**src/pretune_kick_pkg.sv**
```systemverilog
/*
 * Constants for the oscillator pretune and retrace kick control block:
 * data bus field positions, reset values, kick state codes and kick timing.
 * Assumes a 250 MHz system clock; all timing counts derive from its period.
 */
package pretune_kick_pkg;

    // Instrument data bus
    localparam int BUS_W = 16;

    // Pretune latch takes bus bits 1..12
    localparam int PRETUNE_W = 12;
    localparam int PRETUNE_LSB = 1;
    localparam int PRETUNE_MSB = 12;

    // Compensation code takes bus bits 0..7
    localparam int COMP_W = 8;
    localparam int COMP_LSB = 0;
    localparam int COMP_MSB = 7;

    // Kick width code takes bus bits 1..8
    localparam int KICK_W = 8;
    localparam int KICK_LSB = 1;
    localparam int KICK_MSB = 8;

    // Reset values
    localparam logic [PRETUNE_W-1:0] PRETUNE_RST = 12'h000;
    localparam logic [COMP_W-1:0] COMP_RST = 8'h00;
    localparam logic [KICK_W-1:0] KICK_RST = 8'h00;

    // Kick timing: duration = written number / 512 * 34 ms
    localparam int CLK_PERIOD_NS = 4;
    localparam int KICK_SPAN_NS = 34_000_000;
    localparam int KICK_NUMBER_DIV = 512;
    // Stored code is half the written number, so one code step spans 2/512 of 34 ms
    localparam int KICK_CODE_DIV = KICK_NUMBER_DIV / 2;
    // Shortest-time rounding: round down
    localparam int KICK_STEP_CYCLES = KICK_SPAN_NS / (KICK_CODE_DIV * CLK_PERIOD_NS);
    localparam int TICK_W = 16;

    // Kick state, one-hot
    typedef enum logic [1:0] {
        KICK_IDLE = 2'h1,
        KICK_ACTIVE = 2'h2
    } kick_state_e;

endpackage : pretune_kick_pkg

```
**src/pretune_kick_ctrl.sv**
```systemverilog
/*
 * Pretune DAC latch, delay-compensation DAC latch, sweep-disable switch and
 * one-shot retrace kick pulse generator, all in the system clock domain.
 * Assumes the decoded low-true bus strobes and the data bus are synchronous
 * to clk_i and that data is valid during the strobe's first low cycle.
 */
// Notes on behaviour
// - Pretune write latches bus bits 1..12 into the 12-bit pretune register.
// - Pretune strobe comes from channel 3/2; latching happens only on it.
// - Sweep enable low grounds the sweep ramp summing input.
// - Compensation write at channel 5/3 loads the 8-bit compensation register.
// - Kick output is active low, asserted only for the programmed width.
// - Width write loads width, drops any kick and clears elapsed time.
// - Trigger starts the kick; block ends it itself after the duration.
// - Kick duration in ms equals written number / 512 times 34.
// - Kick width register takes bus bits 1..8, half the written number.
`timescale 1ns/1ns
`default_nettype none

module pretune_kick_ctrl #(
    parameter int STEP_CYCLES = pretune_kick_pkg::KICK_STEP_CYCLES
) (
    input wire logic clk_i,
    input wire logic rst_i,
    input wire logic [pretune_kick_pkg::BUS_W-1:0] data_bus_i,
    input wire logic pretune_write_strobe_n_i,
    input wire logic comp_write_strobe_n_i,
    input wire logic kick_width_write_n_i,
    input wire logic kick_trigger_n_i,
    input wire logic sweep_enable_level_i,
    output logic [pretune_kick_pkg::PRETUNE_W-1:0] pretune_dac_code_o,
    output logic [pretune_kick_pkg::COMP_W-1:0] delay_comp_code_o,
    output logic [pretune_kick_pkg::KICK_W-1:0] kick_width_code_o,
    output logic kick_n_o,
    output logic sweep_ramp_ground_o
);

    typedef struct packed {
        logic [pretune_kick_pkg::PRETUNE_W-1:0] pretune;
        logic [pretune_kick_pkg::COMP_W-1:0] comp;
        logic [pretune_kick_pkg::KICK_W-1:0] width;
        pretune_kick_pkg::kick_state_e state;
        logic [pretune_kick_pkg::TICK_W-1:0] tick;
        logic [pretune_kick_pkg::KICK_W-1:0] steps;
        logic kick_n;
        logic ground;
        logic pre_prev_n;
        logic comp_prev_n;
        logic width_prev_n;
        logic trig_prev_n;
    } state_s;

    localparam logic [pretune_kick_pkg::TICK_W-1:0] TICK_LAST =
        pretune_kick_pkg::TICK_W'(STEP_CYCLES - 1);
    localparam logic [pretune_kick_pkg::TICK_W-1:0] TICK_ZERO = 16'h0000;
    localparam logic [pretune_kick_pkg::TICK_W-1:0] TICK_ONE = 16'h0001;
    localparam logic [pretune_kick_pkg::KICK_W-1:0] STEP_ONE = 8'h01;
    localparam logic [pretune_kick_pkg::KICK_W-1:0] STEP_ZERO = 8'h00;

    state_s st_r;
    state_s st_nxt;

    // Strobe edges: each bus cycle acts once, however long the strobe is low
    logic pre_fall;
    logic comp_fall;
    logic width_fall;
    logic trig_fall;
    logic tick_end;

    assign pre_fall = st_r.pre_prev_n & ~pretune_write_strobe_n_i;
    assign comp_fall = st_r.comp_prev_n & ~comp_write_strobe_n_i;
    assign width_fall = st_r.width_prev_n & ~kick_width_write_n_i;
    assign trig_fall = st_r.trig_prev_n & ~kick_trigger_n_i;
    assign tick_end = (st_r.tick == TICK_LAST);

    // Next-state logic for latches and kick one-shot
    always_comb begin
        st_nxt = st_r;
        st_nxt.pre_prev_n = pretune_write_strobe_n_i;
        st_nxt.comp_prev_n = comp_write_strobe_n_i;
        st_nxt.width_prev_n = kick_width_write_n_i;
        st_nxt.trig_prev_n = kick_trigger_n_i;
        // Registered so the switch output comes straight from a flop
        st_nxt.ground = ~sweep_enable_level_i;
        if (pre_fall) begin
            // Bit 0 dropped: DAC sees half of the processor's number
            st_nxt.pretune = data_bus_i[pretune_kick_pkg::PRETUNE_MSB:
                                        pretune_kick_pkg::PRETUNE_LSB];
        end
        if (comp_fall) begin
            st_nxt.comp = data_bus_i[pretune_kick_pkg::COMP_MSB:
                                     pretune_kick_pkg::COMP_LSB];
        end
        if (width_fall) begin
            // A width write wins over a trigger in the same cycle
            st_nxt.width = data_bus_i[pretune_kick_pkg::KICK_MSB:
                                      pretune_kick_pkg::KICK_LSB];
            st_nxt.state = pretune_kick_pkg::KICK_IDLE;
            st_nxt.kick_n = 1'b1;
            st_nxt.tick = TICK_ZERO;
            st_nxt.steps = STEP_ZERO;
        end else begin
            unique case (st_r.state)
                pretune_kick_pkg::KICK_IDLE: begin
                    // Zero width gives no pulse at all
                    if (trig_fall && st_r.width != STEP_ZERO) begin
                        st_nxt.state = pretune_kick_pkg::KICK_ACTIVE;
                        st_nxt.kick_n = 1'b0;
                        st_nxt.tick = TICK_ZERO;
                        st_nxt.steps = STEP_ZERO;
                    end
                end
                pretune_kick_pkg::KICK_ACTIVE: begin
                    // Triggers are not looked at here, so a retrigger cannot stretch it
                    if (tick_end) begin
                        st_nxt.tick = TICK_ZERO;
                        st_nxt.steps = st_r.steps + STEP_ONE;
                        if (st_r.steps + STEP_ONE == st_r.width) begin
                            st_nxt.state = pretune_kick_pkg::KICK_IDLE;
                            st_nxt.kick_n = 1'b1;
                            st_nxt.steps = STEP_ZERO;
                        end
                    end else begin
                        st_nxt.tick = st_r.tick + TICK_ONE;
                    end
                end
                default: begin
                    st_nxt.state = pretune_kick_pkg::KICK_IDLE;
                    st_nxt.kick_n = 1'b1;
                end
            endcase
        end
    end

    // State register with synchronous reset
    always_ff @(posedge clk_i) begin
        if (rst_i) begin
            st_r.pretune <= pretune_kick_pkg::PRETUNE_RST;
            st_r.comp <= pretune_kick_pkg::COMP_RST;
            st_r.width <= pretune_kick_pkg::KICK_RST;
            st_r.state <= pretune_kick_pkg::KICK_IDLE;
            st_r.tick <= TICK_ZERO;
            st_r.steps <= STEP_ZERO;
            st_r.kick_n <= 1'b1;
            st_r.ground <= 1'b1;
            st_r.pre_prev_n <= 1'b1;
            st_r.comp_prev_n <= 1'b1;
            st_r.width_prev_n <= 1'b1;
            st_r.trig_prev_n <= 1'b1;
        end else begin
            st_r <= st_nxt;
        end
    end

    // Outputs straight from the state flops
    assign pretune_dac_code_o = st_r.pretune;
    assign delay_comp_code_o = st_r.comp;
    assign kick_width_code_o = st_r.width;
    assign kick_n_o = st_r.kick_n;
    assign sweep_ramp_ground_o = st_r.ground;

    // Checks
    a_pretune_capture: assert property (@(posedge clk_i) disable iff (rst_i)
        pre_fall |=> pretune_dac_code_o == $past(data_bus_i[pretune_kick_pkg::PRETUNE_MSB:
                                                             pretune_kick_pkg::PRETUNE_LSB]))
        else $error("pretune code not captured from bus bits 1 to 12");

    a_pretune_hold: assert property (@(posedge clk_i) disable iff (rst_i)
        !pre_fall ##1 !rst_i |-> $stable(pretune_dac_code_o))
        else $error("pretune code changed without its strobe");

    a_comp_capture: assert property (@(posedge clk_i) disable iff (rst_i)
        comp_fall |=> delay_comp_code_o == $past(data_bus_i[pretune_kick_pkg::COMP_MSB:
                                                            pretune_kick_pkg::COMP_LSB]))
        else $error("compensation code not captured");

    a_width_load: assert property (@(posedge clk_i) disable iff (rst_i)
        width_fall |=> kick_width_code_o == $past(data_bus_i[pretune_kick_pkg::KICK_MSB:
                                                             pretune_kick_pkg::KICK_LSB])
                       && kick_n_o)
        else $error("width write did not load width and drop kick");

    a_width_clears: assert property (@(posedge clk_i) disable iff (rst_i)
        width_fall ##1 (kick_trigger_n_i && !width_fall) [*3] |-> kick_n_o)
        else $error("kick asserted after width write without trigger");

    a_sweep_ground: assert property (@(posedge clk_i) disable iff (rst_i)
        !sweep_enable_level_i |=> sweep_ramp_ground_o)
        else $error("sweep ramp not grounded while sweep disabled");

    a_kick_start: assert property (@(posedge clk_i) disable iff (rst_i)
        trig_fall && kick_n_o && !width_fall && kick_width_code_o != 8'h00
        |=> !kick_n_o)
        else $error("trigger did not start the kick");

    a_kick_only_width: assert property (@(posedge clk_i) disable iff (rst_i)
        !kick_n_o |-> kick_width_code_o != 8'h00 && st_r.steps < kick_width_code_o)
        else $error("kick asserted beyond its programmed width");

    a_kick_end: assert property (@(posedge clk_i) disable iff (rst_i)
        !kick_n_o && tick_end && st_r.steps + STEP_ONE == kick_width_code_o && !width_fall
        |=> kick_n_o)
        else $error("kick did not end after programmed duration");

    a_kick_retrig: assert property (@(posedge clk_i) disable iff (rst_i)
        !kick_n_o && trig_fall && !width_fall && !tick_end
        |=> st_r.tick == $past(st_r.tick) + TICK_ONE)
        else $error("retrigger disturbed an active kick");

    a_reset_clear: assert property (@(posedge clk_i)
        rst_i |=> pretune_dac_code_o == pretune_kick_pkg::PRETUNE_RST
                  && delay_comp_code_o == pretune_kick_pkg::COMP_RST
                  && kick_width_code_o == pretune_kick_pkg::KICK_RST && kick_n_o)
        else $error("reset did not clear registers and kick");

endmodule : pretune_kick_ctrl

`default_nettype wire

```
**config.mk**
```make
export PLATFORM = sky130hd
export DESIGN_NAME = pretune_kick_ctrl
export DESIGN_NICKNAME = d
export VERILOG_FILES = /design/src/pretune_kick_pkg.sv /design/src/pretune_kick_ctrl.sv
export SDC_FILE = /design/constraint.sdc
export NUM_CORES = 1
export LEC_CHECK = 0
export BUFFER_PORTS_ARGS = -buffer_cell sky130_fd_sc_hd__buf_2
export CORE_ASPECT_RATIO = 0.6
export CORE_MARGIN = 2
export CORE_UTILIZATION = 50
export DETAILED_ROUTE_END_ITERATION = 12
export PLACE_DENSITY = 0.69
export SLEW_MARGIN = 20
export SYNTH_ARGS = -nofsm -noshare
export SYNTH_HDL_FRONTEND = slang
export SYNTH_SLANG_ARGS = --single-unit
```
**constraint.sdc**
```tcl
create_clock -name clk_i -period 2.8 [get_ports clk_i]
set_clock_uncertainty 0.15 [all_clocks]
set_input_delay 0.28 -clock clk_i [delete_from_list [all_inputs] [get_ports clk_i]]
set_output_delay 0.28 -clock clk_i [all_outputs]
set_load 0.01 [all_outputs]
```
==> metrics.sh <==
ROUTE.DETAILED.WL_PER_INST_UM=14.2
WORST_SLACK_AT_PLACEMENT_NS=0.247
POSTLAYOUTSETUPSLACKWORST_NS=0.223
FP.DIEW_UM=104
ROUTED_VIA_DENSITY=5.37
CTS.PATH.MAX_BUFFERS=2
GLOBAL_ROUTE.OVERFLOW_TOTAL=0
TNS_NS=0
ROUTED.TOP_LAYER='met4'
FLOORPLAN.INITIALDENSITY_PCT=52.7
FINAL_DESIGN_AREA_NO_FILL_SQ_UM=3270
FMAX_MHz=388
CRITPATHKIND='flop to flop'
POWER_FRAC_SEQ_PCT=51.2
SYNTH.YOSYS.SEQ_AREA_SHARE_PCT=40.1
PLACEMENT_ROWS=21
CRIT_FAMILY='compound AO/OA/AOI/OAI gates'
NUMCLOCKSINKS=60
TIMING.RR.START='st_r[6]'
DRC=0
COREAREA_SQ_UM=5680
UTILIZATION_PCT=57.6
MAXCAPVIOLCOUNT=0
ARRIVAL_TIME_OF_THE_WORST_SETUP_PATH_NS=2.71
HOLD_VIOLATIONS=0
FINAL_PERIOD_MINUS_WORST_SETUP_SLACK_NS=2.58
MAX_STAGE_DELAY_NS=0.47
ROUTE.FINAL.WIRE_LENGTH_UM=6690
RR_WORST_DEPTH=8
CLKTRANSATPATHREGS_NS=0.06
GRT_PASS1_VIAS=2231
POSTSYNTHREGISTERBITS=60
TIMING.SLEW.HEADROOM_PCT=43.6
PIN_COUNT=53
NUM_ANTENNA_CELLS=0
DIE-HEIGHT_UM=63.9
PWR-SHARE-CLK_PCT=38.7
WORST-ENDPOINT-REQUIRED_NS=2.93
CLOCK_LATENCY_NS=0.34
CP.BUFFERS_INVERTERS=1
TOTAL_ITERATIONS_OF_THE_FIRST_DETAILED_ROUTING_RUN=4
WORSTREG2REGEND='kick_n_o'
P_TOTAL_mW=1.76
SWITCHING_SHARE_PCT=25.4
GROWTH_OF_DESIGN_AREA_FROM_SYNTHESIS_TO_FINISH_PCT=9.16
FP.DIEAREA_SQ_UM=6640
CRITPATHCAPTURETYPE='flop'
PORT_BUFFERS=49
PLACED_CELLS=450
FINISH.NET_COUNT=412
SETUP_VIOL=0
SWITCHINGPOWER_mW=0.448
GRT_FIRST_PASS_WIRELENGTH_UM=11100
CLOCKROOTBUFFER='clkbuf_8'
CRITPATHLAUNCHTYPE='flop'
LEAKAGEPOWER_nW=1.24
GRT_MAX_DEGREE=34
CRITICAL_PATH.MAX_FANOUT=12
DRTANTENNAVIOLNETS=0
COUNT_OF_WARNINGS_EMITTED_BY_YOSYS=0
TIMING.HOLD.WORST.START='data_bus_i[10]'
ANTENNA_FOUND_INITIAL=0
FINALNONFILLERCELLS=470
OUTCOME='completed'
PREDOMINANT_POST_SYNTHESIS_FLOP_CELL='dfxtp_1'
HP-CLASS='primary input to flop'
CELLINTERNALPOWER_mW=1.31
POSTSYNTHCELLCOUNT=363
VDD.IR_DROP.WORST_mV=0.326
CTS_TREE='built'
FINAL_MIN_PERIOD_OVER_CLOCK_PERIOD_PCT=92.0
RRSETUPSLACK_NS=0.22
ORDERED_LIST_OF_CELLS_ON_THE_WORST_PATH='ha_1 > a31oi_1 > or3_1 > a22oi_1 > nand4_1 > buf_4 > o21ai_0 > a221o_1'
FILLERINSTANCES=556
LAYOUT_COMMONEST_CELL='nand2_1'
GP_CONGESTION=0.836
NETLIST-CELL-TYPE-COUNT=54
GRT_SETUP_UNREPAIRED='false'
HOLD_END='pretune_dac_code_o[9]'
DR_VIAS=2524
CTS_MAX_LEVEL=3
CRITICAL_PATH_CELL_COUNT=8
WL_MET2_UM=2570
HPWL_AFTER_DETAILED_PLACEMENT_UM=4850
AVGSYNTHCELLAREA_SQ_UM=8.24
SYNTH_ASYNC_SR_FLOP_SHARE_PCT=0
ROUTE.LAYER.MET1.WL_UM=3600
FIN_HOLD_WS_NS=0.0202
TIMING_MAX_TRANSITION_VIOLATIONS_FINAL=0
SYNTH_FP_NETS=389
TIMING.HOLD.WORST_PATH_DEPTH=3
WORST_SLEW_PIN_SLEW_NS=0.844
GLOBAL_ROUTE.USAGE.TOTAL_PCT=21.2
MOSTFREQUENTLAYOUTCELLS='nand2_1 (72), dfxtp_1 (60), buf_2 (49)'
SLOWEST_STAGE='dfxtp_1'
SYNTH_ENABLE_FLOP_CELLS=0
DETAILED_ROUTED_WIRE_LENGTH_ON_MET3_UM=404
DRT_ITER0_DRC=160
BEGINNING_OF_THE_CRITICAL_PATH='st_r[6]'
TRITONCTS.NUM_BUFFERS=9
POST_ROUTE_CELLS_DRIVE_ABOVE_1_SHARE_PCT=20.8
DETAILED_PLACE.AREA_SQ_UM=3050
POWER_DENSITY_nW_PER_UM2=540
PWR-SHARE-COMB_PCT=10.2
SYN_AREA_SQ_UM=2990
[final cells by class]
class                      instances  area, sq um  area share, %
sequential                        60         1200           36.8
timing repair buffer              58          325           9.96
tap                               80          100           3.06
clock buffer                      13          159           4.86
clock inverter                     2         10.0          0.306
inverter                           6         22.5          0.689
multi-input combinational        251         1450           44.4
[cells in the mapped netlist, drive strengths merged (4+ instances only)]
library cell / number / area share [%]
xor2: 5 / 1.5
buf: 32 / 7.9
nor3: 5 / 0.84
a31oi: 6 / 1.3
dfxtp: 60 / 40
nor2: 19 / 2.4
or2: 5 / 1.0
xnor2: 12 / 3.5
nand2b: 11 / 2.3
o21ai: 7 / 1.2
nand4: 6 / 1.3
clkbuf: 14 / 2.8
inv: 6 / 0.75
nand2: 72 / 9.0
a21oi: 43 / 7.7
nand3: 8 / 1.3
nor2b: 4 / 0.84
[worst min-delay path, delay by kind of cell]
kind,cells,cell delay (ns)
buf+inv,1,0.09
compound gates,1,0.05
simple gates,1,0.04
[cells by family after synthesis]
group | after synthesis | synth area share (%)
XOR/XNOR | 17 | 4.97
adder cells (fa/ha/maj) | 3 | 1.25
AND/OR/NAND/NOR | 157 | 26.3
buffers and inverters | 52 | 11.5
flip-flops | 60 | 40.1
AO/OA/AOI/OAI | 74 | 15.9
[worst max path at each step]
| stage | end |
|---|---|
| after floorplan | st_r[8] |
| after global placement | kick_n_o |
| after detailed placement | kick_n_o |
| after CTS | kick_n_o |
| after global routing | kick_n_o |
| final | kick_n_o |
[power groups by stage]
stage	registers, mW	logic, mW	clock network (mW)
global route	0.905	0.199	0.741
floorplan	0.917	0.142	0
finish	0.902	0.180	0.681
global placement	0.919	0.169	0
CTS	0.902	0.179	0.694
detailed placement	0.921	0.172	0
[state kept, by name, summed over array words and instances (netlist names)]
name                 cells
delay_comp_code_o        8
kick_n_o                 1
kick_width_code_o        8
st_r                    30
sweep_ramp_ground_o      1
pretune_dac_code_o      12
[timing repair]
action	CTS	global route
endpoints found under the hold margin	5	0
endpoints found under the setup margin	0	0
hold buffers	5	0
gates resized for setup	0	0
buffers inserted	0	0
[metal layers]
layer / GRT usage [%] / up-vias
li1: - / 1267
met1: 30.7 / 1170
met2: 28.3 / 77
met3: 8.78 / 10
met4: 6.08 / 0
met5: 0 / -
(Power assumes the default switching activity.)
